==> src/hdl/pmt_pkg.sv <==
// Package for the period match timer: register map, fields, resets and types
package pmt_pkg;
    localparam int         ADDR_W            = 8;
    // Register indices as printed; byte address is four times the index
    localparam logic [7:0] IDX_IRQ_CTRL      = 8'h0B;
    localparam logic [7:0] IDX_PERIPH_FLAGS  = 8'h0C;
    localparam logic [7:0] IDX_TIMER_COUNT   = 8'h11;
    localparam logic [7:0] IDX_TIMER_CTRL    = 8'h12;
    localparam logic [7:0] IDX_PERIPH_ENA    = 8'h8C;
    localparam logic [7:0] IDX_TIMER_PERIOD  = 8'h92;
    localparam logic [7:0] IDX_IRQ_STATUS    = 8'hA0;
    localparam logic [7:0] IDX_IRQ_MASK      = 8'hA1;

    localparam int         CTRL_PRE_LSB      = 0;
    localparam int         CTRL_ON_BIT       = 2;
    localparam int         CTRL_POST_LSB     = 3;
    localparam int         FLAG_MATCH_BIT    = 1;
    localparam int         GIE_BIT           = 7;
    localparam int         PERIPHERAL_IRQ_ENABLE_BIT          = 6;
    localparam int         STAT_MATCH_BIT    = 0;
    localparam int         STAT_POST_BIT     = 1;

    localparam logic [7:0] CTRL_WMASK        = 8'h7F;
    localparam logic [7:0] RST_COUNT         = 8'h00;
    localparam logic [7:0] RST_PERIOD        = 8'hFF;
    localparam logic [7:0] RST_CTRL          = 8'h00;
    localparam logic [7:0] RST_ZERO          = 8'h00;
    localparam logic [1:0] INSTR_DIV_LAST    = 2'h3;
    localparam logic [3:0] PRE_LAST_DIV1     = 4'h0;
    localparam logic [3:0] PRE_LAST_DIV4     = 4'h3;
    localparam logic [3:0] PRE_LAST_DIV16    = 4'hF;

    typedef struct packed {
        logic [3:0] postscale_select;
        logic       timer_on;
        logic [1:0] prescale_select;
    } pmt_ctrl_t;

    typedef struct packed {
        logic [7:0] timer_count_value;
        logic       match_pulse;
        logic       count_tick;
    } pmt_tbase_t;
endpackage : pmt_pkg

==> src/hdl/pmt_timer.sv <==
// Period match timer with prescaler, postscaler, interrupt logic and Wishbone slave
`timescale 1ns/1ps
module pmt_timer (
    input  wire logic                     clk_i,
    input  wire logic                     rst_i,
    input  wire logic                     wb_cyc_i,
    input  wire logic                     wb_stb_i,
    input  wire logic                     wb_we_i,
    input  wire logic [pmt_pkg::ADDR_W+1:0] wb_adr_i,
    input  wire logic [31:0]              wb_dat_i,
    input  wire logic [3:0]               wb_sel_i,
    output logic      [31:0]              wb_dat_o,
    output logic                          wb_ack_o,
    output logic                          wb_err_o,
    output logic                          sync_serial_port_clk_o,
    output pmt_pkg::pmt_tbase_t           capture_compare_unit_tbase_o,
    output logic                          core_irq_o,
    output logic                          irq_o
);
    import pmt_pkg::*;

    logic [7:0]  count_r;
    logic [7:0]  period_r;
    pmt_ctrl_t   ctrl_r;
    logic [7:0]  irq_ctrl_r;
    logic [7:0]  flags_r;
    logic [7:0]  enables_r;
    logic [1:0]  status_r;
    logic [1:0]  mask_r;
    logic [1:0]  instr_div_r;
    logic [3:0]  pre_cnt_r;
    logic [3:0]  post_cnt_r;
    logic        match_r;
    logic        wr_count;
    logic        wr_ctrl;
    logic        bus_req;
    logic        lane0;
    logic        instr_tick;
    logic        tick;
    logic        match_now;
    logic        post_done;
    logic [3:0]  pre_last;
    logic [7:0]  reg_idx;
    logic [7:0]  wbyte;
    logic [7:0]  rd_byte;
    logic        mapped;

    // Register decode shared by read and write paths
    function automatic logic is_mapped(input logic [7:0] idx);
        return idx == IDX_IRQ_CTRL || idx == IDX_PERIPH_FLAGS || idx == IDX_TIMER_COUNT
            || idx == IDX_TIMER_CTRL || idx == IDX_PERIPH_ENA || idx == IDX_TIMER_PERIOD
            || idx == IDX_IRQ_STATUS || idx == IDX_IRQ_MASK;
    endfunction : is_mapped

    function automatic logic [3:0] pre_terminal(input logic [1:0] sel);
        logic [3:0] t;
        t = PRE_LAST_DIV16;
        if (sel == 2'h0) begin
            t = PRE_LAST_DIV1;
        end else if (sel == 2'h1) begin
            t = PRE_LAST_DIV4;
        end
        return t;
    endfunction : pre_terminal

    assign reg_idx   = wb_adr_i[ADDR_W+1:2];
    assign wbyte     = wb_dat_i[7:0];
    assign bus_req   = wb_cyc_i && wb_stb_i && !wb_ack_o && !wb_err_o;
    assign mapped    = is_mapped(reg_idx);
    assign lane0     = wb_sel_i[0];
    assign wr_count  = bus_req && mapped && wb_we_i && lane0 && reg_idx == IDX_TIMER_COUNT;
    assign wr_ctrl   = bus_req && mapped && wb_we_i && lane0 && reg_idx == IDX_TIMER_CTRL;

    // Instruction clock is the core clock divided by four
    assign instr_tick = instr_div_r == INSTR_DIV_LAST;
    assign pre_last   = pre_terminal(ctrl_r.prescale_select);
    assign tick       = ctrl_r.timer_on && instr_tick && pre_cnt_r == pre_last;
    assign match_now  = tick && count_r == period_r;
    assign post_done  = match_now && post_cnt_r == ctrl_r.postscale_select;

    always_ff @(posedge clk_i) begin
        if (rst_i) begin
            instr_div_r <= 2'h0;
        end else begin
            instr_div_r <= instr_div_r + 2'h1;
        end
    end

    // Prescaler counts instruction cycles while the timer runs
    always_ff @(posedge clk_i) begin
        if (rst_i || wr_count || wr_ctrl) begin
            pre_cnt_r <= 4'h0;
        end else if (ctrl_r.timer_on && instr_tick) begin
            pre_cnt_r <= (pre_cnt_r == pre_last) ? 4'h0 : pre_cnt_r + 4'h1;
        end
    end

    always_ff @(posedge clk_i) begin
        if (rst_i) begin
            count_r <= RST_COUNT;
        end else if (wr_count) begin
            count_r <= wbyte;
        end else if (tick) begin
            count_r <= (count_r == period_r) ? 8'h00 : count_r + 8'h01;
        end
    end

    always_ff @(posedge clk_i) begin
        if (rst_i || wr_count || wr_ctrl) begin
            post_cnt_r <= 4'h0;
        end else if (match_now) begin
            post_cnt_r <= post_done ? 4'h0 : post_cnt_r + 4'h1;
        end
    end

    always_ff @(posedge clk_i) begin
        if (rst_i) begin
            match_r <= 1'b0;
        end else begin
            match_r <= match_now;
        end
    end

    // Control write never touches the count register
    always_ff @(posedge clk_i) begin
        if (rst_i) begin
            ctrl_r <= pmt_ctrl_t'(RST_CTRL[6:0]);
        end else if (wr_ctrl) begin
            ctrl_r <= pmt_ctrl_t'(wbyte[6:0] & CTRL_WMASK[6:0]);
        end
    end

    always_ff @(posedge clk_i) begin
        if (rst_i) begin
            period_r <= RST_PERIOD;
        end else if (bus_req && wb_we_i && lane0 && reg_idx == IDX_TIMER_PERIOD) begin
            period_r <= wbyte;
        end
    end

    always_ff @(posedge clk_i) begin
        if (rst_i) begin
            irq_ctrl_r <= RST_ZERO;
            enables_r  <= RST_ZERO;
            mask_r     <= 2'h0;
        end else if (bus_req && wb_we_i && lane0) begin
            if (reg_idx == IDX_IRQ_CTRL) begin
                irq_ctrl_r <= wbyte;
            end
            if (reg_idx == IDX_PERIPH_ENA) begin
                enables_r <= wbyte;
            end
            if (reg_idx == IDX_IRQ_MASK) begin
                mask_r <= wbyte[1:0];
            end
        end
    end

    // Flag register: hardware set wins over a software write of zero
    always_ff @(posedge clk_i) begin
        if (rst_i) begin
            flags_r <= RST_ZERO;
        end else begin
            if (bus_req && wb_we_i && lane0 && reg_idx == IDX_PERIPH_FLAGS) begin
                flags_r <= wbyte;
            end
            if (post_done) begin
                flags_r[FLAG_MATCH_BIT] <= 1'b1;
            end
        end
    end

    // Sticky event status, cleared by writing one; set wins
    always_ff @(posedge clk_i) begin
        if (rst_i) begin
            status_r <= 2'h0;
        end else begin
            for (int i = 0; i < 2; i++) begin
                if (bus_req && wb_we_i && lane0 && reg_idx == IDX_IRQ_STATUS && wbyte[i]) begin
                    status_r[i] <= 1'b0;
                end
            end
            if (match_now) begin
                status_r[STAT_MATCH_BIT] <= 1'b1;
            end
            if (post_done) begin
                status_r[STAT_POST_BIT] <= 1'b1;
            end
        end
    end

    always_comb begin
        rd_byte = 8'h00;
        unique case (reg_idx)
            IDX_IRQ_CTRL:     rd_byte = irq_ctrl_r;
            IDX_PERIPH_FLAGS: rd_byte = flags_r;
            IDX_TIMER_COUNT:  rd_byte = count_r;
            IDX_TIMER_CTRL:   rd_byte = {1'b0, ctrl_r};
            IDX_PERIPH_ENA:   rd_byte = enables_r;
            IDX_TIMER_PERIOD: rd_byte = period_r;
            IDX_IRQ_STATUS:   rd_byte = {6'h00, status_r};
            IDX_IRQ_MASK:     rd_byte = {6'h00, mask_r};
            default:          rd_byte = 8'h00;
        endcase
    end

    // One-cycle answer; unmapped addresses get err
    always_ff @(posedge clk_i) begin
        if (rst_i) begin
            wb_ack_o <= 1'b0;
            wb_err_o <= 1'b0;
            wb_dat_o <= 32'h0000_0000;
        end else begin
            wb_ack_o <= bus_req && mapped;
            wb_err_o <= bus_req && !mapped;
            wb_dat_o <= (bus_req && !wb_we_i) ? {24'h00_0000, rd_byte} : 32'h0000_0000;
        end
    end

    assign sync_serial_port_clk_o = match_r;
    assign capture_compare_unit_tbase_o = '{timer_count_value: count_r,
                                            match_pulse:       match_r,
                                            count_tick:        tick};
    assign core_irq_o = flags_r[FLAG_MATCH_BIT] && enables_r[FLAG_MATCH_BIT]
                      && irq_ctrl_r[PERIPHERAL_IRQ_ENABLE_BIT] && irq_ctrl_r[GIE_BIT];
    assign irq_o = |(status_r & mask_r);
endmodule : pmt_timer

==> config.mk <==
export PLATFORM = sky130hd
export DESIGN_NAME = pmt_timer
export DESIGN_NICKNAME = d
export VERILOG_FILES = /design/src/hdl/pmt_pkg.sv /design/src/hdl/pmt_timer.sv
export SDC_FILE = /design/constraint.sdc
export NUM_CORES = 1
export LEC_CHECK = 0
export CAP_MARGIN = 0
export CORE_MARGIN = 2
export CORE_UTILIZATION = 50
export DETAILED_ROUTE_END_ITERATION = 8
export DONT_BUFFER_PORTS = 1
export GPL_ROUTABILITY_DRIVEN = 0
export PLACE_DENSITY_LB_ADDON = 0.25
export SKIP_CTS_REPAIR_TIMING = 1
export SLEW_MARGIN = 25
export SYNTH_ARGS = -nofsm -noshare
export SYNTH_HDL_FRONTEND = slang
export SYNTH_SLANG_ARGS = --single-unit
==> constraint.sdc <==
create_clock -name clk_i -period 2.6 [get_ports clk_i]
set_clock_uncertainty 0.2 [all_clocks]
set_input_delay 0.39 -clock clk_i [delete_from_list [all_inputs] [get_ports clk_i]]
set_output_delay 0.39 -clock clk_i [all_outputs]
set_load 0.02 [all_outputs]
* After elaboration in Yosys (flattened, before gate mapping)
Index checks and enable logic that the tools add are counted.
** Storage, ports and cells
- Memories :: 0
- Register bits after elaboration :: 96
- Bits in latches :: 0
- Logic and storage cells :: 100
- Bits of input ports :: 51
- Bits in read-only memories :: 0
- Memory bits (writable) :: 0
** Cells by class
- Magnitude comparators :: 0
- Bitwise gates (word level) :: 2
- Shift-type cells :: 0
- Div/mod/pow operators :: 0
- Multipliers :: 0
- Multiplexer cells :: 14
- Equal/unequal tests :: 13
- $add $sub $neg :: 4
- Reduce and logical (&&, ||, !) cells :: 47
** Operator list (count)
- $pmux W8 S8 :: 1
- $eq A8 B8 Y1 const B :: 4
- $logic_and A1 B1 Y1 :: 24
- $mux W8 :: 3
- $eq A8 B4 Y1 const B :: 2
- $eq A8 B5 Y1 const B :: 2
- $mux W4 :: 4
- $logic_or A1 B1 Y1 :: 9
- $add A4 B1 Y4 const B :: 2
- $add A8 B1 Y8 const B :: 1
- $eq A4 B4 Y1 :: 2
- $eq A8 B8 Y1 :: 1
- $reduce_bool A2 Y1 :: 4
- $reduce_and A2 Y1 :: 3
- $mux W1 :: 5
- $logic_not A1 Y1 :: 4
- $reduce_or A2 Y1 :: 2
- $add A2 B1 Y2 const B :: 1
- $and A2 B2 Y2 :: 1
- $eq A2 B1 Y1 const B :: 1
- $eq A2 B2 Y1 const B :: 1
- $logic_not A2 Y1 :: 1
- $mux W2 :: 1
- $not A1 Y1 :: 1

* Longest topological paths before layout
Gate-level depths: netlist (run 1).
- Depth in word-level cells :: 14
- Gate-level depth with buffers :: 9
- Mapped depth without buffers :: 7

* Least setup slack after synthesis (run 1)
OpenSTA, ideal clock, no wires.
- Kind :: register -> register
- Start :: reg count_r[5]
- End :: reg post_cnt_r[3]
- Cell stages (with the launch flop) :: 7
- Slack :: 259 ps
- Arrival :: 2071 ps
- Library setup time :: 70 ps
- Data required time :: 2330 ps
- Path through :: dfxtp_1 -> clkbuf_1 -> xor2_1 -> nor4_2 -> o211ai_2 -> or3_1 -> a21oi_1
** Between the ends
- Cells in the longest elaborated chain, start to end :: 4
** Ends and longest elaborated chain
- from (decl) :: RTL line pmt_timer.sv:22 : logic [7:0] count_r;
- from (signal assigned) :: RTL line pmt_timer.sv:102 : count_r <= wbyte;
- from (signal assigned) :: RTL line pmt_timer.sv:104 : count_r <= (count_r == period_r) ? 8'h00 : count_r + 8'h01;
- $eq A8 B8 Y1 (*) :: RTL line pmt_timer.sv:78 : assign match_now = tick && count_r == period_r;
- $logic_and A1 B1 Y1 (*) :: RTL line pmt_timer.sv:78
- $logic_and A1 B1 Y1 :: RTL line pmt_timer.sv:79 : assign post_done = match_now && post_cnt_r == ctrl_r.postscale_select;
- $mux W4 :: RTL line pmt_timer.sv:112 : post_cnt_r <= post_done ? 4'h0 : post_cnt_r + 4'h1;
- to (signal assigned) :: RTL line pmt_timer.sv:112
- to (decl) :: RTL line pmt_timer.sv:32 : logic [3:0] post_cnt_r;
Every way passes the cells marked *; elsewhere a longest branch is shown, timed or not.
A chain may end at the register's enable or synchronous reset.

==> results of run 1 <==
## kinds of logic after synthesis
family	Yosys count	share of synthesized area, %
compound gates	100	17.1
xor+xnor	16	3.77
simple gates	170	24.0
fa+ha+maj	4	1.35
other cells	1	0.101
mux	18	4.95
buf+inv	67	9.93
flops	72	38.8
## cells in the mapped netlist (5+ instances only)
library cell and number:
dfxtp_1 72, nand2_1 50, nand3_1 38, a21oi_1 37
buf_4 26, nor2_1 25, clkbuf_1 20, mux2i_1 15
o21ai_0 14, a31oi_1 13, inv_1 13, xor2_1 11
a22oi_1 10, or3_1 9, and2_1 7, nor3_1 7
o211ai_1 7, a22o_1 5, and3_1 5, xnor2_1 5
## worst register-to-register path, cell delays in order (launching register included)
cell	delay (ns)
dfxtp_1	0.39
nor4bb_1	0.42
and2_1	0.29
buf_4	0.31
nand2_1	0.30
nand2_1	0.17
a21oi_1	0.07
## power by group through the flow
stage	sequential, mW	combinational (mW)	clock (mW)
3_5_place_dp	1.13	0.0828	0
4_1_cts	1.11	0.0834	1.09
3_3_place_gp	1.13	0.0823	0
5_1_grt	1.11	0.124	1.14
6_report	1.11	0.116	1.08
2_1_floorplan	1.13	0.115	0
## how the worst max path moves through the flow
stage	slack (ns)	endpoint	cells past startpoint	startpoint
after floorplan	0.26	post_cnt_r[3]	6	count_r[5]
after global placement	0.14	count_r[2]	7	instr_div_r[0]
after detailed placement	0.09	count_r[6]	7	instr_div_r[0]
after global routing	0.09	capture_compare_unit_tbase_o[0]	5	instr_div_r[0]
final	0.19	capture_compare_unit_tbase_o[0]	4	ctrl_r[0]
after CTS	-0.19	capture_compare_unit_tbase_o[0]	5	instr_div_r[0]
## layer usage
layer | vias up | global-route usage, % | share of wire, %
met5 | - | 0 | 0
met4 | 0 | 11.2 | 3.0
met3 | 33 | 6.29 | 8.3
met2 | 180 | 38.8 | 47
met1 | 1605 | 30.5 | 41
li1 | 1586 | - | -
## sequential cells by signal, indices dropped and copies added (netlist names), 2 cells and up
signal,flops
post_cnt_r,4
period_r,8
flags_r,8
irq_ctrl_r,8
enables_r,8
status_r,2
pre_cnt_r,4
mask_r,2
instr_div_r,2
count_r,8
wb_dat_o,8
ctrl_r,7
## area by class of cell
class	instances	area share, %
sequential	72	34.7
timing repair buffer	34	6.99
tap	99	2.98
inverter	14	1.26
multi-input combinational	332	48.2
clock buffer	11	3.40
clock inverter	5	2.50
## stage by stage
stage | instance area, sq um | worst slack (ns) | cells | util [%]
finish | 4160 | 0.188 | 567 | 57.6
floorplan | 3800 | 0.259 | 471 | -
global route | 4160 | 0.0935 | 567 | 57.6
CTS | 4040 | -0.186 | 557 | 56.0
global placement | 3790 | 0.141 | 541 | 52.6
detailed placement | 3790 | 0.0876 | 541 | 52.6
==> flow_summary.toml, run 1 <==
[sta]
setup-violations-final = 0
worst_pin_slew_ns = 0.545
fin_crit_sh_pct = 92.8
fmax_mhz = 415
hold_ws_ns = -0.0127
fin_setup_tns_ns = 0
max_slew_margin_pct = 63.7
finalHoldViolations = 5
rsz0062_at_grt = "false"
maxSlewViolCount = 0
post-route-min-period_ns = 2.41

[floorplanning]
die_area_sq_um = 8140
initial_core_util_pct = 51.5
coreArea_sq_um = 7210
die_w_microns = 90.2
io_pins = 98
die_y_microns = 90.2
num_rows = 31

[routing]
drtIter0Drc = 236
drc = 0
dr.pass1.iters = 7
vias = 3404
wirelength_microns = 10300
ant_nets = 0
via_per_inst = 6.00
wl_per_cell_microns = 18.1

[power]
p_total_mw = 2.30
p_per_area_nw_per_um2 = 554
cellLeakagePower_nw = 1.49
seq_power_share_pct = 48.1
power_switching_mw = 0.495
intPower_mw = 1.81
p_clk_share_pct = 46.8
combPwrFrac_pct = 5.0
ir_worst_vdd_v = 0.000247
switching_share_pct = 21.5

[synthesis]
synth_top_area_share_pct = 38.8
synth_ff_type = "dfxtp_1"
synth-edff-count = 0
yosys_register_bits = 72
synth_area_leaders = "dfxtp_1, buf_4, nand3_1"
syn-cell-area_sq_um = 3720
yosys.area.top_type = "dfxtp_1"
async_flop_share_pct = 0
syn_area_per_cell_sq_um = 8.30
synth_seq_area_share_pct = 38.8
synth.distinct_cells = 51
yosysWarnings = 0
syn-instance-count = 448

[grt]
grt_max_degree = 46
grt_pass1_wl_microns = 15500
grt_overflow_total = 0
antenna_found_initial = 0
grt_pass1_vias = 3095
track_usage_pct = 24.2

[layout]
layout_commonest_cell = "dfxtp_1"
syn_to_final_growth_pct = 11.7
multi_input_area_sq_um = 2000
antenna_cells = 0
seqCellArea_sq_um = 1440
n_fill_cell = 672
drive_above_1_share_pct = 12.2
layout_common_cells = "dfxtp_1, nand2_1, nand3_1, a21oi_1"
nets = 518

[setup_path]
r2r_setup_slack_ns = 0.34
r2r-start = "wb_ack_o"
start_kind = "flip-flop"
timing.critical_path.buf_inv = 1
critPathArrivalTime_ns = 1.82
crit_type = "flip-flop to output pin"
cp.required_ns = 2.01
worst-path-max-fanout = 9
crit_path_top_delay_cell = "or3_1"
rr_endpoint = "irq_ctrl_r[4]"
rr_worst_depth = 6
cp_cell_sequence = "or3_1, a211oi_2, nor2_2, inv_2"
setup.worst_path.end_class = "output pin"
slowest_delay_ns = 0.41
crit_family = "simple AND/OR/NAND/NOR gates"

[clock_network]
clk_latency_ns = 0.34
numCtsBuffers = 9
cts_tree = "yes"
cts_buffer_depth = 2
clockRootBuffer = "clkbuf_8"
clk_pin_slew_worst_paths_ns = 0.08
clock_sinks = 72
h-tree-depth = 3

[min_path]
hold_end = "period_r[2]"
whs_path_depth = 2
min-delay-start = "wb_dat_i[2]"
min_path_type = "input pin to flip-flop"

[flow_run]
drv_cap = 0

[outcome]
violations = "hold timing"
outcome = "finished, violations left"

[place]
post-dp-hpwl_microns = 6910
port_buffers = 0
Note: power is estimated with default switching activity, not from simulation.
==> run 2, diff against run 1 <==
- clock period: 2.6 -> 2.4 ns (I/O delays scaled with it)
==> flow_summary.toml, run 2 (synthesized netlist as in run 1, its figures left out) <==
[setup_path]
timing.critical_path.buf_inv = 1
r2r-start = "period_r[2]"
path_depth = 4
r2r_setup_slack_ns = 0.17
worst-path-max-fanout = 8
setup.worst_path.end_class = "output pin"
crit_family = "simple AND/OR/NAND/NOR gates"
rr_worst_depth = 5
slowest_delay_ns = 0.39
cp_cell_sequence = "or3_4, a211oi_4, nor2_4, clkinvlp_4"
critPathArrivalTime_ns = 1.76
crit_start = "pre_cnt_r[0]"
crit_type = "flip-flop to output pin"
start_kind = "flip-flop"
rr_endpoint = "post_cnt_r[3]"
cp.required_ns = 1.84
crit_path_top_delay_cell = "or3_4"

[place]
placed_cells = 545
post-dp-hpwl_microns = 6900
place_area_sq_um = 3830
post-place-ws_ns = 0.0376
port_buffers = 0

[routing]
wl_met1_microns = 4230
drtIter0Drc = 262
top_layer = "met4"
via_per_inst = 5.82
wl_met3_microns = 841
wl_met2_microns = 4630
vias = 3337
wl_per_cell_microns = 17.3
drc = 0
ant_nets = 0
wirelength_microns = 9910
dr.pass1.iters = 5

[clock_network]
numCtsBuffers = 9
clk_latency_ns = 0.35
clockRootBuffer = "clkbuf_8"
cts_buffer_depth = 2
cts_tree = "yes"
h-tree-depth = 3
clock_sinks = 72
clk_pin_slew_worst_paths_ns = 0.08

[sta]
rsz0062_at_grt = "false"
hold_ws_ns = 0.00357
finalHoldViolations = 0
finalWorstSetupSlack_ns = 0.0843
fin_setup_tns_ns = 0
maxSlewViolCount = 0
post-route-min-period_ns = 2.32
worst_pin_slew_ns = 0.509
setup-violations-final = 0
fmax_mhz = 432
fin_crit_sh_pct = 96.5
max_slew_margin_pct = 65.8

[grt]
grt_overflow_total = 0
grt_pass1_wl_microns = 15200
grt_max_degree = 46
track_usage_pct = 23.7
antenna_found_initial = 0
grt_pass1_vias = 2949

[layout]
layout_commonest_cell = "dfxtp_1"
n_fill_cell = 677
antenna_cells = 0
layout_common_cells = "dfxtp_1, nand2_1, nand3_1, a21oi_1, buf_4"
fin_area_sq_um = 4240
drive_above_1_share_pct = 13.9
nets = 524
syn_to_final_growth_pct = 14.1
multi_input_area_sq_um = 2030
stdcell_count = 573
seqCellArea_sq_um = 1440
fin_util_pct = 58.8

[power]
p_per_area_nw_per_um2 = 588
cellLeakagePower_nw = 1.51
ir_worst_vdd_v = 0.000379
p_total_mw = 2.49

[min_path]
min_path_type = "input pin to flip-flop"
hold_end = "count_r[0]"
whs_path_depth = 2
min-delay-start = "wb_dat_i[0]"

[flow_run]
drv_cap = 0

[outcome]
outcome = "finished clean"

[floorplanning]
die_y_microns = 90.2
die_area_sq_um = 8140
die_w_microns = 90.2
num_rows = 31
io_pins = 98
initial_core_util_pct = 51.5
coreArea_sq_um = 7210
-- run 2: worst reg2reg max path, stage by stage, from the launching register on --
cell and delay (ns):
dfxtp_1 0.36, xor2_1 0.19, nor4_2 0.52, o211ai_2 0.33, or3_1 0.43, a21oi_1 0.14
-- run 2: worst max-delay path by stage --
stage / endpoint / slack [ns]
6_report: capture_compare_unit_tbase_o[0] / 0.08
5_1_grt: capture_compare_unit_tbase_o[0] / 0.005
4_1_cts: capture_compare_unit_tbase_o[0] / -0.24
3_5_place_dp: count_r[2] / 0.04
3_3_place_gp: count_r[2] / 0.05
2_1_floorplan: post_cnt_r[3] / 0.06
-- run 2: where the power goes --
group	total, mW	internal [mW]	switching, mW
combinational	0.136	0.0427	0.0930
clock	1.16	0.691	0.468
sequential	1.20	1.20	0.00152
-- run 2: per-layer routing --
layer  track usage (%)  vias to the layer above
li1                  -                     1595
met5                 0                        -
met3              5.62                       20
met1              31.0                     1551
met2              38.5                      171
met4              7.82                        0
-- run 2: area by class of cell --
cell class,instances,share of cell area (%)
Clock buffer,9,2.92
Multi-Input combinational cell,332,47.8
Inverter,14,1.33
Sequential cell,72,34.0
Tap cell,99,2.92
Timing Repair Buffer,40,8.26
Clock inverter,7,2.80
==> run 3, diff against run 2 <==
- CORE_UTILIZATION: 50 -> 25
==> flow_summary.toml, run 3 (synthesized netlist as in run 1, its figures left out) <==
[outcome]
outcome = "finished, violations left"
violations = "hold timing"

[setup_path]
setup.worst_path.end_class = "flip-flop"
r2r_setup_slack_ns = 0.20
rr_worst_depth = 6
rr_endpoint = "post_cnt_r[3]"
r2r-start = "pre_cnt_r[0]"
crit_type = "flip-flop to flip-flop"
critPathArrivalTime_ns = 2.27
worst-path-max-fanout = 10
cp.required_ns = 2.47
start_kind = "flip-flop"

[grt]
grt_max_degree = 46
grt_overflow_total = 0
antenna_found_initial = 0
grt_pass1_wl_microns = 17900
grt_pass1_vias = 3227
track_usage_pct = 14.4

[layout]
stdcell_count = 664
layout_common_cells = "dfxtp_1, nand2_1, nand3_1, a21oi_1, buf_4"
layout_commonest_cell = "dfxtp_1"
antenna_cells = 0
drive_above_1_share_pct = 15.6
fin_area_sq_um = 4500
syn_to_final_growth_pct = 21.0
nets = 530

[clock_network]
clockRootBuffer = "clkbuf_16"
numCtsBuffers = 9
clk_latency_ns = 0.34
h-tree-depth = 3
cts_tree = "yes"
cts_buffer_depth = 2
clk_pin_slew_worst_paths_ns = 0.06
clock_sinks = 72

[min_path]
min-delay-start = "wb_dat_i[0]"
whs_path_depth = 2
min_path_type = "input pin to flip-flop"
hold_end = "irq_ctrl_r[0]"

[sta]
fin_setup_tns_ns = 0
post-route-min-period_ns = 2.20
fin_crit_sh_pct = 91.5
maxSlewViolCount = 0
hold_ws_ns = -0.0240
fmax_mhz = 455
finalHoldViolations = 10
setup-violations-final = 0
rsz0062_at_grt = "false"

[routing]
via_per_inst = 5.01
drtIter0Drc = 209
vias = 3326
wirelength_microns = 11600
drc = 0
dr.pass1.iters = 5
wl_per_cell_microns = 17.5
ant_nets = 0

[floorplanning]
io_pins = 98
die_y_microns = 126
num_rows = 44
initial_core_util_pct = 25.6
die_area_sq_um = 15900
coreArea_sq_um = 14500
die_w_microns = 126

[power]
p_per_area_nw_per_um2 = 649
ir_worst_vdd_v = 0.000293
cellLeakagePower_nw = 1.61

[flow_run]
drv_cap = 0

[place]
port_buffers = 0
placed_cells = 638
post-dp-hpwl_microns = 8230
place_area_sq_um = 3990
## run 3: cell count changes in the layout (fill, tap and decap cells not counted), moves of 2 or more
cell,delta
clkbuf_16,+9
buf_4,+8
clkinvlp_4,-2
clkbuf_8,-7
dlygate4sd3_1,-2
## run 3: how the worst max path moves through the flow
| stage | startpoint | endpoint | depth (start not counted) |
|---|---|---|---|
| detailed placement | wb_adr_i[2] | wb_dat_o[4] | 5 |
| finish | pre_cnt_r[0] | post_cnt_r[3] | 6 |
| CTS | pre_cnt_r[0] | capture_compare_unit_tbase_o[0] | 6 |
| floorplan | count_r[5] | post_cnt_r[3] | 6 |
| global route | pre_cnt_r[3] | post_cnt_r[2] | 6 |
| global placement | wb_adr_i[2] | wb_dat_o[4] | 5 |
## run 3: worst max-delay path, stage by stage, from the launching register on
cell      delay, ns
dfxtp_2        0.35
or3_4          0.38
a211oi_4       0.28
buf_4          0.16
o211ai_2       0.21
or3_1          0.42
a21oi_1        0.14
## run 3: final cells by class
type / count / area (sq um)
Sequential cell: 72 / 1440
Fill cell: 1544 / 10000
Inverter: 14 / 52.6
Clock inverter: 5 / 103
Tap cell: 184 / 230
Multi-Input combinational cell: 332 / 2040
Clock buffer: 11 / 253
Timing Repair Buffer: 46 / 382
## run 3: routing by layer
metal,vias to the layer above,track usage (%),part of all wire (%)
li1,1612,-,-
met2,107,23.2,47
met1,1596,18.5,44
met5,-,0,0
met4,0,5.62,1.3
met3,11,3.53,7.1
## run 3: metrics by stage
step / utilization (%) / total power [mW] / setup slack, ns
after detailed placement: 27.4 / 1.32 / 0.0813
after global routing: 31.0 / 3.01 / 0.0644
after global placement: 27.4 / 1.32 / 0.0808
final: 31.0 / 2.92 / 0.204
after CTS: 29.9 / 2.91 / -0.128
after floorplan: - / 1.35 / 0.0589
## run 3: power breakdown
group	internal, mW	total (mW)	switching [mW]	leakage, nW
Sequential	1.20	1.20	0.00154	0.581
Clock	1.07	1.59	0.516	0.172
Combinational	0.0420	0.133	0.0907	0.860
Total	2.31	2.92	0.608	1.61
